<file path="config.mk">
export PLATFORM = sky130hd
export DESIGN_NAME = corner_controller_flat
export DESIGN_NICKNAME = d
export VERILOG_FILES = /design/src/core/corner_pkg.sv /design/src/core/filter_port_if.sv /design/src/core/bit_sync.sv /design/src/core/corner_controller.sv /design/src/flat_wrapper.sv
export SDC_FILE = /design/constraint.sdc
export NUM_CORES = 1
export LEC_CHECK = 0
export BUFFER_PORTS_ARGS = -buffer_cell sky130_fd_sc_hd__clkbuf_2
export CAP_MARGIN = 10
export CORE_ASPECT_RATIO = 2
export CORE_MARGIN = 3
export CORE_UTILIZATION = 51
export DETAILED_ROUTE_END_ITERATION = 10
export MAX_ROUTING_LAYER = met4
export PLACE_DENSITY_LB_ADDON = 0.3
export SETUP_SLACK_MARGIN = 0.4
export SYNTH_ARGS = -nofsm -noshare
export SYNTH_HDL_FRONTEND = slang
export SYNTH_SLANG_ARGS = --single-unit
</file>
<file path="constraint.sdc">
create_clock -name mclk_i -period 4.7 [get_ports mclk_i]
set_input_delay 0.235 -clock mclk_i [delete_from_list [all_inputs] [get_ports mclk_i]]
set_output_delay 0.235 -clock mclk_i [all_outputs]
set_load 0.01 [all_outputs]
</file>
<file path="src/core/corner_pkg.sv">
package corner_pkg;

  // code and corner frequency mapping
  localparam int CODE_W = 5;
  localparam logic [4:0] CODE_RESET = 5'h00;
  localparam logic [4:0] CODE_TOP = 5'h1D;
  localparam logic [4:0] MHZ_STEP_BASE = 5'h01;
  localparam logic [4:0] MHZ_TOP = 5'h1E;

  // frame shape: one command bit then the code bits
  localparam logic CMD_WRITE = 1'b1;
  localparam logic CMD_READ = 1'b0;
  localparam logic [2:0] CNT_IDLE = 3'h0;
  localparam logic [2:0] CNT_FIRST_BIT = 3'h1;
  localparam logic [2:0] CNT_LAST_BIT = 3'h5;
  localparam logic [2:0] CNT_DONE = 3'h6;

  // controller timing at the 20 MHz system clock
  localparam int MCLK_PERIOD_NS = 50;
  localparam int SCLK_HALF_NS = 200;
  localparam int SCLK_HALF_CYC = (SCLK_HALF_NS + MCLK_PERIOD_NS - 1) / MCLK_PERIOD_NS;
  localparam logic [3:0] SCLK_HALF_LAST = 4'(SCLK_HALF_CYC - 1);

  // controller register map
  localparam int ADDR_W = 4;
  localparam logic [3:0] OFS_WRITE_CODE = 4'h0;
  localparam logic [3:0] OFS_START_READ = 4'h4;
  localparam logic [3:0] OFS_STATUS = 4'h8;
  localparam logic [3:0] OFS_READ_CODE = 4'hC;
  localparam int STATUS_BUSY_BIT = 0;
  localparam int STATUS_DONE_BIT = 1;
  localparam int STATUS_LAST_WR_BIT = 2;

  typedef enum logic [2:0] {
    CST_IDLE = 3'b000,
    CST_SETUP = 3'b001,
    CST_BITS = 3'b010,
    CST_HOLD = 3'b011,
    CST_END = 3'b100
  } ctl_state_t;

endpackage : corner_pkg

</file>
<file path="src/core/filter_port_if.sv">
`timescale 1ns/1ps
interface filter_port_if;
  logic latch_strobe_n;
  logic serial_clk;
  logic serial_data;
  logic serial_readback_out;

  modport device (
    input latch_strobe_n,
    input serial_clk,
    input serial_data,
    output serial_readback_out
  );

  modport controller (
    output latch_strobe_n,
    output serial_clk,
    output serial_data,
    input serial_readback_out
  );
endinterface : filter_port_if

</file>
<file path="src/core/bit_sync.sv">
`timescale 1ns/1ps
module bit_sync (
  // clock and reset
  input wire logic mclk_i,
  input wire logic nrst_i,
  // level in and out
  input wire logic async_i,
  output logic sync_o
);
  logic meta_ff;
  logic sync_ff;

  always_ff @(posedge mclk_i or negedge nrst_i) begin
    if (!nrst_i) begin
      meta_ff <= 1'b0;
      sync_ff <= 1'b0;
    end else begin
      meta_ff <= async_i;
      sync_ff <= meta_ff;
    end
  end

  assign sync_o = sync_ff;
endmodule : bit_sync

</file>
<file path="src/core/corner_controller.sv">
`timescale 1ns/1ps
module corner_controller (
  // clock and reset
  input wire logic mclk_i,
  input wire logic nrst_i,
  // register port
  input wire logic [3:0] addr_i,
  input wire logic [31:0] wdata_i,
  input wire logic wr_i,
  input wire logic rd_i,
  output logic [31:0] rdata_o,
  // serial pins
  filter_port_if.controller port
);
  corner_pkg::ctl_state_t state_ff;
  corner_pkg::ctl_state_t nxt_state;
  logic [3:0] div_ff;
  logic tick;
  logic [2:0] bit_ff;
  logic sclk_ff;
  logic strobe_n_ff;
  logic data_ff;
  logic wr_mode_ff;
  logic [4:0] wcode_ff;
  logic [4:0] rcode_ff;
  logic done_ff;
  logic [31:0] rdata_ff;
  logic [31:0] nxt_rdata;
  logic rb_sync;
  logic idle;
  logic start_wr;
  logic start_rd;
  logic [5:0] frame_bits;
  logic [2:0] code_idx;

  bit_sync u_rb_sync (
    .mclk_i(mclk_i),
    .nrst_i(nrst_i),
    .async_i(port.serial_readback_out),
    .sync_o(rb_sync)
  );

  assign idle = (state_ff == corner_pkg::CST_IDLE);
  assign start_wr = wr_i && idle && (addr_i == corner_pkg::OFS_WRITE_CODE);
  assign start_rd = wr_i && idle && (addr_i == corner_pkg::OFS_START_READ);
  assign tick = (div_ff == corner_pkg::SCLK_HALF_LAST);
  assign frame_bits = {wcode_ff, wr_mode_ff};
  assign code_idx = bit_ff - 3'h1;

  always_comb begin
    nxt_state = state_ff;
    case (state_ff)
      corner_pkg::CST_IDLE: if (start_wr || start_rd) nxt_state = corner_pkg::CST_SETUP;
      corner_pkg::CST_SETUP: if (tick) nxt_state = corner_pkg::CST_BITS;
      corner_pkg::CST_BITS: begin
        if (tick && sclk_ff && bit_ff == corner_pkg::CNT_LAST_BIT) nxt_state = corner_pkg::CST_HOLD;
      end
      corner_pkg::CST_HOLD: if (tick) nxt_state = corner_pkg::CST_END;
      corner_pkg::CST_END: if (tick) nxt_state = corner_pkg::CST_IDLE;
      default: nxt_state = corner_pkg::CST_IDLE;
    endcase
  end

  always_ff @(posedge mclk_i or negedge nrst_i) begin
    if (!nrst_i) begin
      state_ff <= corner_pkg::CST_IDLE;
      div_ff <= 4'h0;
    end else begin
      state_ff <= nxt_state;
      div_ff <= (idle || tick) ? 4'h0 : div_ff + 4'h1;
    end
  end

  // pins: strobe low for the whole frame, data changes only while the clock is low
  always_ff @(posedge mclk_i or negedge nrst_i) begin
    if (!nrst_i) begin
      strobe_n_ff <= 1'b1;
      sclk_ff <= 1'b0;
      data_ff <= 1'b0;
      bit_ff <= 3'h0;
    end else if (start_wr || start_rd) begin
      strobe_n_ff <= 1'b0;
      data_ff <= start_wr ? corner_pkg::CMD_WRITE : corner_pkg::CMD_READ;
      bit_ff <= 3'h0;
    end else if (tick && state_ff == corner_pkg::CST_BITS) begin
      sclk_ff <= ~sclk_ff;
      if (sclk_ff) begin
        bit_ff <= bit_ff + 3'h1;
        data_ff <= (bit_ff == corner_pkg::CNT_LAST_BIT) ? 1'b0 : frame_bits[bit_ff + 3'h1];
      end
    end else if (tick && state_ff == corner_pkg::CST_HOLD) begin
      strobe_n_ff <= 1'b1;
    end
  end

  // command capture, readback sampling at each rising clock tick after the command bit
  always_ff @(posedge mclk_i or negedge nrst_i) begin
    if (!nrst_i) begin
      wr_mode_ff <= 1'b0;
      wcode_ff <= corner_pkg::CODE_RESET;
      rcode_ff <= corner_pkg::CODE_RESET;
      done_ff <= 1'b0;
    end else begin
      if (start_wr) begin
        wr_mode_ff <= 1'b1;
        wcode_ff <= wdata_i[4:0];
      end else if (start_rd) begin
        wr_mode_ff <= 1'b0;
      end
      if (tick && state_ff == corner_pkg::CST_BITS && !sclk_ff && !wr_mode_ff && bit_ff != 3'h0) begin
        rcode_ff[code_idx] <= rb_sync;
      end
      if (tick && state_ff == corner_pkg::CST_END) begin
        done_ff <= 1'b1;
      end else if (start_wr || start_rd) begin
        done_ff <= 1'b0;
      end
    end
  end

  assign nxt_rdata = !rd_i ? 32'h0000_0000
    : (addr_i == corner_pkg::OFS_STATUS) ? {29'h0000_0000, wr_mode_ff, done_ff, ~idle}
    : (addr_i == corner_pkg::OFS_READ_CODE) ? {27'h0000_000, rcode_ff}
    : (addr_i == corner_pkg::OFS_WRITE_CODE) ? {27'h0000_000, wcode_ff}
    : 32'h0000_0000;

  always_ff @(posedge mclk_i or negedge nrst_i) begin
    if (!nrst_i) begin
      rdata_ff <= 32'h0000_0000;
    end else begin
      rdata_ff <= nxt_rdata;
    end
  end

  assign rdata_o = rdata_ff;
  assign port.latch_strobe_n = strobe_n_ff;
  assign port.serial_clk = sclk_ff;
  assign port.serial_data = data_ff;
endmodule : corner_controller

</file>
<file path="src/flat_wrapper.sv">
// flat-port wrapper written by rule: the top's interface ports become plain ports
module corner_controller_flat 
  (mclk_i, nrst_i, addr_i, wdata_i, wr_i, rd_i, rdata_o, port_latch_strobe_n, port_serial_clk, port_serial_data, port_serial_readback_out);
  filter_port_if port_i ();
  input wire logic mclk_i;
  input wire logic nrst_i;
  input wire logic [3:0] addr_i;
  input wire logic [31:0] wdata_i;
  input wire logic wr_i;
  input wire logic rd_i;
  output logic [31:0] rdata_o;
  output wire logic [$bits(port_i.latch_strobe_n)-1:0] port_latch_strobe_n;
  output wire logic [$bits(port_i.serial_clk)-1:0] port_serial_clk;
  output wire logic [$bits(port_i.serial_data)-1:0] port_serial_data;
  input wire logic [$bits(port_i.serial_readback_out)-1:0] port_serial_readback_out;
  assign port_latch_strobe_n = port_i.latch_strobe_n;
  assign port_serial_clk = port_i.serial_clk;
  assign port_serial_data = port_i.serial_data;
  assign port_i.serial_readback_out = port_serial_readback_out;
  corner_controller u_core (.mclk_i(mclk_i), .nrst_i(nrst_i), .addr_i(addr_i), .wdata_i(wdata_i), .wr_i(wr_i), .rd_i(rd_i), .rdata_o(rdata_o), .port(port_i));
endmodule
</file>
Word-level counts from Yosys, hierarchy flattened

Cells that the tools add are included.

Logic and storage cells: 96
Flip-flop bits (word level): 59
Bits of input ports: 41
Output and inout bits: 35

Multiplexer cells: 31
Bitwise logic cells: 3
Reduce and logical (&&, ||, !) cells: 28
Add/subtract/negate cells: 3
Order comparisons: 3
Equal/unequal tests: 15

Operators by type and width:

| cell                                                                         | number |
|---|---|
| 32-bit 2-to-1 mux                                                            | 3 |
| 3-bit 2-to-1 mux                                                             | 8 |
| 3-bit case mux with 5 select lines                                           | 1 |
| 1-bit 2-to-1 mux                                                             | 14 |
| 1-bit logical AND                                                            | 12 |
| 2-bit by 1-bit inequality test with 1-bit output, second input constant      | 5 |
| 2-bit nonzero test                                                           | 5 |
| 4-bit == test, second input constant                                         | 2 |
| 3-bit by 4-bit less-than comparator with 1-bit output, second input constant | 2 |
| 3-bit by 2-bit == test with 1-bit output, second input constant              | 2 |
| 3-bit == test, second input constant                                         | 2 |
| 2-bit AND reduction                                                          | 3 |
| 5-bit bitwise mux                                                            | 1 |
| 5-bit 2-to-1 mux                                                             | 1 |
| 5-bit AND reduction                                                          | 1 |
| 4-bit by 1-bit adder with 4-bit output, second input constant                | 1 |
| 4-bit by 2-bit == test with 1-bit output, second input constant              | 1 |
| 4-bit by 3-bit == test with 1-bit output, second input constant              | 1 |
| 4-bit zero test                                                              | 1 |
| 4-bit 2-to-1 mux                                                             | 1 |
| 3-bit by 1-bit adder with 3-bit output, second input constant                | 1 |
| 1-bit binary-select mux with 3-bit select                                    | 1 |
| 1-bit demux with 3-bit select                                                | 1 |
| 3-bit by 1-bit == test with 1-bit output, second input constant              | 1 |
| other kinds (8)                                                              | 12 |

Longest topological paths before layout

Word-level depth: 7
Mapped depth: 7
Mapped depth without buffers: 6

By module

A second synthesis with hierarchy kept.

Cell total of the unflattened synthesis: 166
Area total of the unflattened synthesis: 1,794.2 µm²

By module, submodules not included:

| module            | cells an instance | seq. area each (µm²) | instances | area an instance (µm²) |
|---|---|---|---|---|
| corner_controller | 164               | 752.0                | 1         | 1,744.2 |
| bit_sync          | 2                 | 50.0                 | 1         | 50.0 |

Worst setup path before layout

Ideal clock, no wire load.

Path type: register -> register
Start: reg u_core.bit_ff[0]
End: reg u_core.data_ff (netlist: u_core.port.serial_data)
Setup slack: 2.887 ns
Stages on the path, launching flop included: 8
Clock period less this slack: 1.813 ns
Data required time: 4.580 ns
Library setup time: 0.120 ns
Path buffers: 1
Arrival: 1.693 ns
Cells stage by stage: dfrtp_1 clkbuf_2 inv_1 ha_1 mux4_2 nor2_1 nand4bb_1 nand2_1

Longest elaborated chain between the ends: 7
Elaborated cells between the ends (all ways): 8
Classes of those cells: 1 x add/sub; 1 x eq/ne; 6 x mux

RTL lines:

| item                                      | RTL line                | text |
|---|---|---|
| start: declaration                        | corner_controller.sv:19 | `logic [2:0] bit_ff;` |
| start signal: assignment                  | corner_controller.sv:88 | `bit_ff <= bit_ff + 3'h1;` |
| 3-bit by 1-bit adder with 3-bit output    | corner_controller.sv:89 | `data_ff <= (bit_ff == corner_pkg::CNT_LAST_BIT) ? 1'b0 : frame_bits[bit_ff + 3'h1];` |
| 1-bit binary-select mux with 3-bit select | corner_controller.sv:89 |  |
| 1-bit 2-to-1 mux (not written as such)    | corner_controller.sv:89 |  |
| 1-bit 2-to-1 mux (*)                      | corner_controller.sv:89 |  |
| 1-bit 2-to-1 mux (*)                      | corner_controller.sv:87 | `if (sclk_ff) begin` |
| 1-bit 2-to-1 mux (*)                      | corner_controller.sv:85 | `end else if (tick && state_ff == corner_pkg::CST_BITS) begin` |
| 1-bit 2-to-1 mux (*)                      | corner_controller.sv:81 | `end else if (start_wr \|\| start_rd) begin` |
| end signal: assignment                    | corner_controller.sv:83 | `data_ff <= start_wr ? corner_pkg::CMD_WRITE : corner_pkg::CMD_READ;` |
| end signal: assignment                    | corner_controller.sv:89 |  |
| end: declaration                          | corner_controller.sv:22 | `logic data_ff;` |

Every way passes the cells marked *; elsewhere a longest branch is shown, timed or not. The select of a mux whose other input is x is not followed.
A chain may end at the register's enable or synchronous reset.

Worst setup path after layout

Start: reg u_core.div_ff[0]
End: reg u_core.rcode_ff[4]

Longest elaborated chain between the ends: 5

RTL lines:

| item                                     | RTL line                 | text |
|---|---|---|
| start: declaration                       | corner_controller.sv:17  | `logic [3:0] div_ff;` |
| start signal: assignment                 | corner_controller.sv:70  | `div_ff <= (idle \|\| tick) ? 4'h0 : div_ff + 4'h1;` |
| 4-bit by 2-bit == test with 1-bit output | corner_controller.sv:46  | `assign tick = (div_ff == corner_pkg::SCLK_HALF_LAST);` |
| 1-bit logical AND (4 in a row)           | corner_controller.sv:110 | `if (tick && state_ff == corner_pkg::CST_BITS && !sclk_ff && !wr_mode_ff && bit_ff != 3'h0) begin` |
| end signal: assignment                   | corner_controller.sv:101 | `rcode_ff <= corner_pkg::CODE_RESET;` |
| end signal: indexed assignment           | corner_controller.sv:111 | `rcode_ff[code_idx] <= rb_sync;` |
| end: declaration                         | corner_controller.sv:25  | `logic [4:0] rcode_ff;` |

Every way passes these cells.

==> summary.md <==
| Metric | Value |
|---|---|
| Status | completed |
| CTS tree | yes |
| Most frequent cells in the layout | 31 x dfrtp_1, 27 x conb_1, 21 x clkbuf_2 |
| Core box area | ~0.0032 mm² |
| Dpl cells | ~220 |
| GRT Total Usage | 0.1857 |
| Die width | 47.62 µm |
| Starting Density | 0.5471 |
| Synth warnings | 0 |
| Fmax | roughly 0.44 GHz |
| # nets final | 240 |
| Site row count | 29 |
| Vias per cell | roughly 5.4 |
| DP Area | 0.001774 mm² |
| Die Height | around 89 µm |
| Max Clock Skew | 6.332 ps |
| Number of global-route vias before repair | about 1300 |
| Clock share of power | 0.450 |
| Port Buffers | 21 |
| Largest family of logic cells by synthesized area | simple AND/OR/NAND/NOR gates |
| Fraction of the mapped netlist area in simple logic gates | 0.1551 |
| Period Utilization, post-route | 0.4870 |
| Proportion of synthesized area in mux cells | 0.09348 |
| Final worst slack | about 2400 ps |
| Antenna diodes | 0 |
| Reg clk slew, reported paths | about 70 ps |
| Slew HR | 0.4865 |
| Multi-input gate area | between 700 and 800 µm² |
| Storage cell area | between 800 and 900 µm² |
| Post-Synth XOR/XNOR Area | 0.02479 |
| Overall via count from detail_route | 1227 |
| Sequential element share of the synthesized area | 0.4540 |
| Sequential power share | 0.499 |
| Num Clock Sinks | 32 |
| Post-place setup slack | ~2400 ps |
| Main flop type after synthesis | dfrtp_1 |
| Post-synthesis compound-gate area fraction | 0.08569 |
| Global-route wire length before repair | ~5.4 mm |
| Distinct cells, synth | 36 |
| Layout Cells excl Fill | 226 |
| # hold bufs at CTS | 0 |
| Fillers | between 200 and 300 |
| Die area | ~0.0042 mm² |
| Sw Share | 0.2121 |
| Syn avg cell area | between 10 and 15 µm² |
| Min cycle time layout | around 2300 ps |
| Register bit total from synthesis | 32 |
| Setup Crit Path Kind | reg -> reg |
| Post-DRT Antenna Nets | 0 |
| Cell-internal power | between 400 and 500 µW |
| Peak VDD IR | around 250 µV |
| I/O pin count | 76 |
| PD cells | around 300 mW/mm² |
| Routed len/inst | 14.15 µm |
| Commonest non-fill, non-tap cell in the layout | dfrtp_1 |
| Largest net degree at the start of global routing | 33 |
| Post-Synthesis Cells | roughly 170 |
| Setup tns final | 0 ps |
| Post-synth EDFFs | 0 |
| Tightest Pin Transition | 763.2 ps |
| Mapped Area | 0.001767 mm² |
| Hpwl dp | 2.567 mm |
| Crit path required time | roughly 5000 ps |
| FFs w/ async S/R, synth | 1.000 |
| Static leakage | between 0.9 and 1 nW |
| Initial antenna violation count | 0 |
| Syn-to-layout area delta | 6.515% |
| Grt ovf | 0 |
| CTS Buf Count | 5 |
| Startpoint Class | flip-flop |
| CP endpoint kind | flip-flop |
| Pre-antenna DRT Iters | 4 |
| Tightest Hold Check Type | in -> async |
| Maxcap violations | 0 |
| Synth Area in Adders | 0.03541 |
| Critical path peak fanout | 12 |
| Logic pwr share | 0.051 |
| NetSw | 119.3 µW |
| Setup violators final | 0 |
| Routability Congestion | just over 0.9 |
| Hold Fails Final Rpt | 0 |
| WP data arrival | 2460 ps |
| WL final | 3.197 mm |
| DRT iter0 DRCs | 24 |
| H-tree depth | 2 |
| Layout cells sized above 1 | 0.2103 |
| Root buf cell | clkbuf_8 |
| Fin area | approximately 0.0019 mm² |
| Residual DRC | 0 |
| Postcts setup bufs | 0 |
| Max Slew Vio Count | 0 |
| Buffer depth of the longest clock path | 2 |
| Skew-Pair Late Insertion Delay | approximately 280 ps |
| Resized cells post-CTS | 0 |
| RSZ-0062 raised after global routing | false |
-- critical path, stage by stage (launching register included) --
cell and delay [ps]:
dfrtp_1 380, ha_1 190, nor3b_2 590, nand3_1 150
nor4_1 470, mux2_2 390
-- path summary, 6_finish.rpt --
| kind | start | depth (start not counted) | slack (ps) | end |
|---|---|---|---|---|
| max reg2reg | u_core.div_ff[0] | 5 | 2410 | u_core.rcode_ff[4] |
| min in group mclk_i | port_serial_readback_out | 1 | 50 | u_core.u_rb_sync.meta_ff |
| min reg2reg | u_core.u_rb_sync.meta_ff | 0 | 350 | u_core.u_rb_sync.sync_o |
| max | u_core.div_ff[0] | 5 | 2410 | u_core.rcode_ff[4] |
| min | nrst_i | 1 | 10 | u_core.rcode_ff[1] |
| max in group asynchronous | nrst_i | 1 | 4220 | u_core.wcode_ff[4] |
-- synthesized netlist by cell type (4+ instances only) --
library cell	n	area, µm²
inv_1	8	30.03
buf_4	29	217.7
dfrtp_1	31	775.7
ha_1	5	62.56
a21oi_1	8	40.04
nand3_1	11	55.05
nand2_1	14	52.55
mux2_1	4	45.04
mux2_2	6	67.56
o21ai_0	8	40.04
nor2_1	11	41.29
-- registers in the layout, summed over array words and instances (netlist names) --
name / count
u_core.bit_ff: 3
u_core.wcode_ff: 5
u_core.rcode_ff: 5
u_core.port.serial_data: 1
u_core.done_ff: 1
u_core.port.serial_clk: 1
u_core.u_rb_sync.meta_ff: 1
u_core.port.latch_strobe_n: 1
u_core.div_ff: 4
u_core.rdata_o: 5
u_core.wr_mode_ff: 1
u_core.u_rb_sync.sync_o: 1
u_core.state_ff: 3
-- per-layer routing --
layer	track usage	part of all wire	up-vias
met4	0.1201	0.042	0
met2	0.3081	0.56	40
met1	0.1829	0.34	598
li1	-	-	579
met3	0.04234	0.053	10
met5	-	0	-
-- kinds of logic (layout without fill, tap and decap cells) --
family | Yosys count | after routing
other | 1 | 27
muxes | 14 | 14
and+or+nand+nor | 50 | 50
DFF | 32 | 32
AOI/OAI and AO/OA | 25 | 25
buffers and inverters | 39 | 37
adders and majority gates | 5 | 5
xor gates and xnor gates | 5 | 5
-- power by group through the flow --
| stage | Sequential [mW] | Clock (mW) | Combinational [mW] |
|---|---|---|---|
| after floorplan | 0.285 | 0 | 0.0312 |
| after global placement | 0.285 | 0 | 0.0277 |
| after detailed placement | 0.286 | 0 | 0.0283 |
| after CTS | 0.280 | 0.258 | 0.0284 |
| after global routing | 0.281 | 0.270 | 0.0330 |
| final | 0.280 | 0.253 | 0.0288 |
-- layout make-up --
cell class | count | area share
Sequential cell | 32 | 0.4262
Tap cell | 31 | 0.02061
Clock buffer | 6 | 0.03856
Multi-Input combinational cell | 126 | 0.4242
Clock inverter | 2 | 0.01862
Inverter | 8 | 0.01596
Timing Repair Buffer | 21 | 0.05585
-- metrics by stage --
stage,power (mW),utilization,hold slack [ps]
2_1_floorplan,0.3166,-,-60.59
3_3_place_gp,0.3130,0.5494,322.8
3_5_place_dp,0.3138,0.5494,340.4
4_1_cts,0.5667,0.5827,38.75
5_1_grt,0.5840,0.5827,52.05
6_report,0.5622,0.5827,11.87
Power figures use the tool's default switching activity.
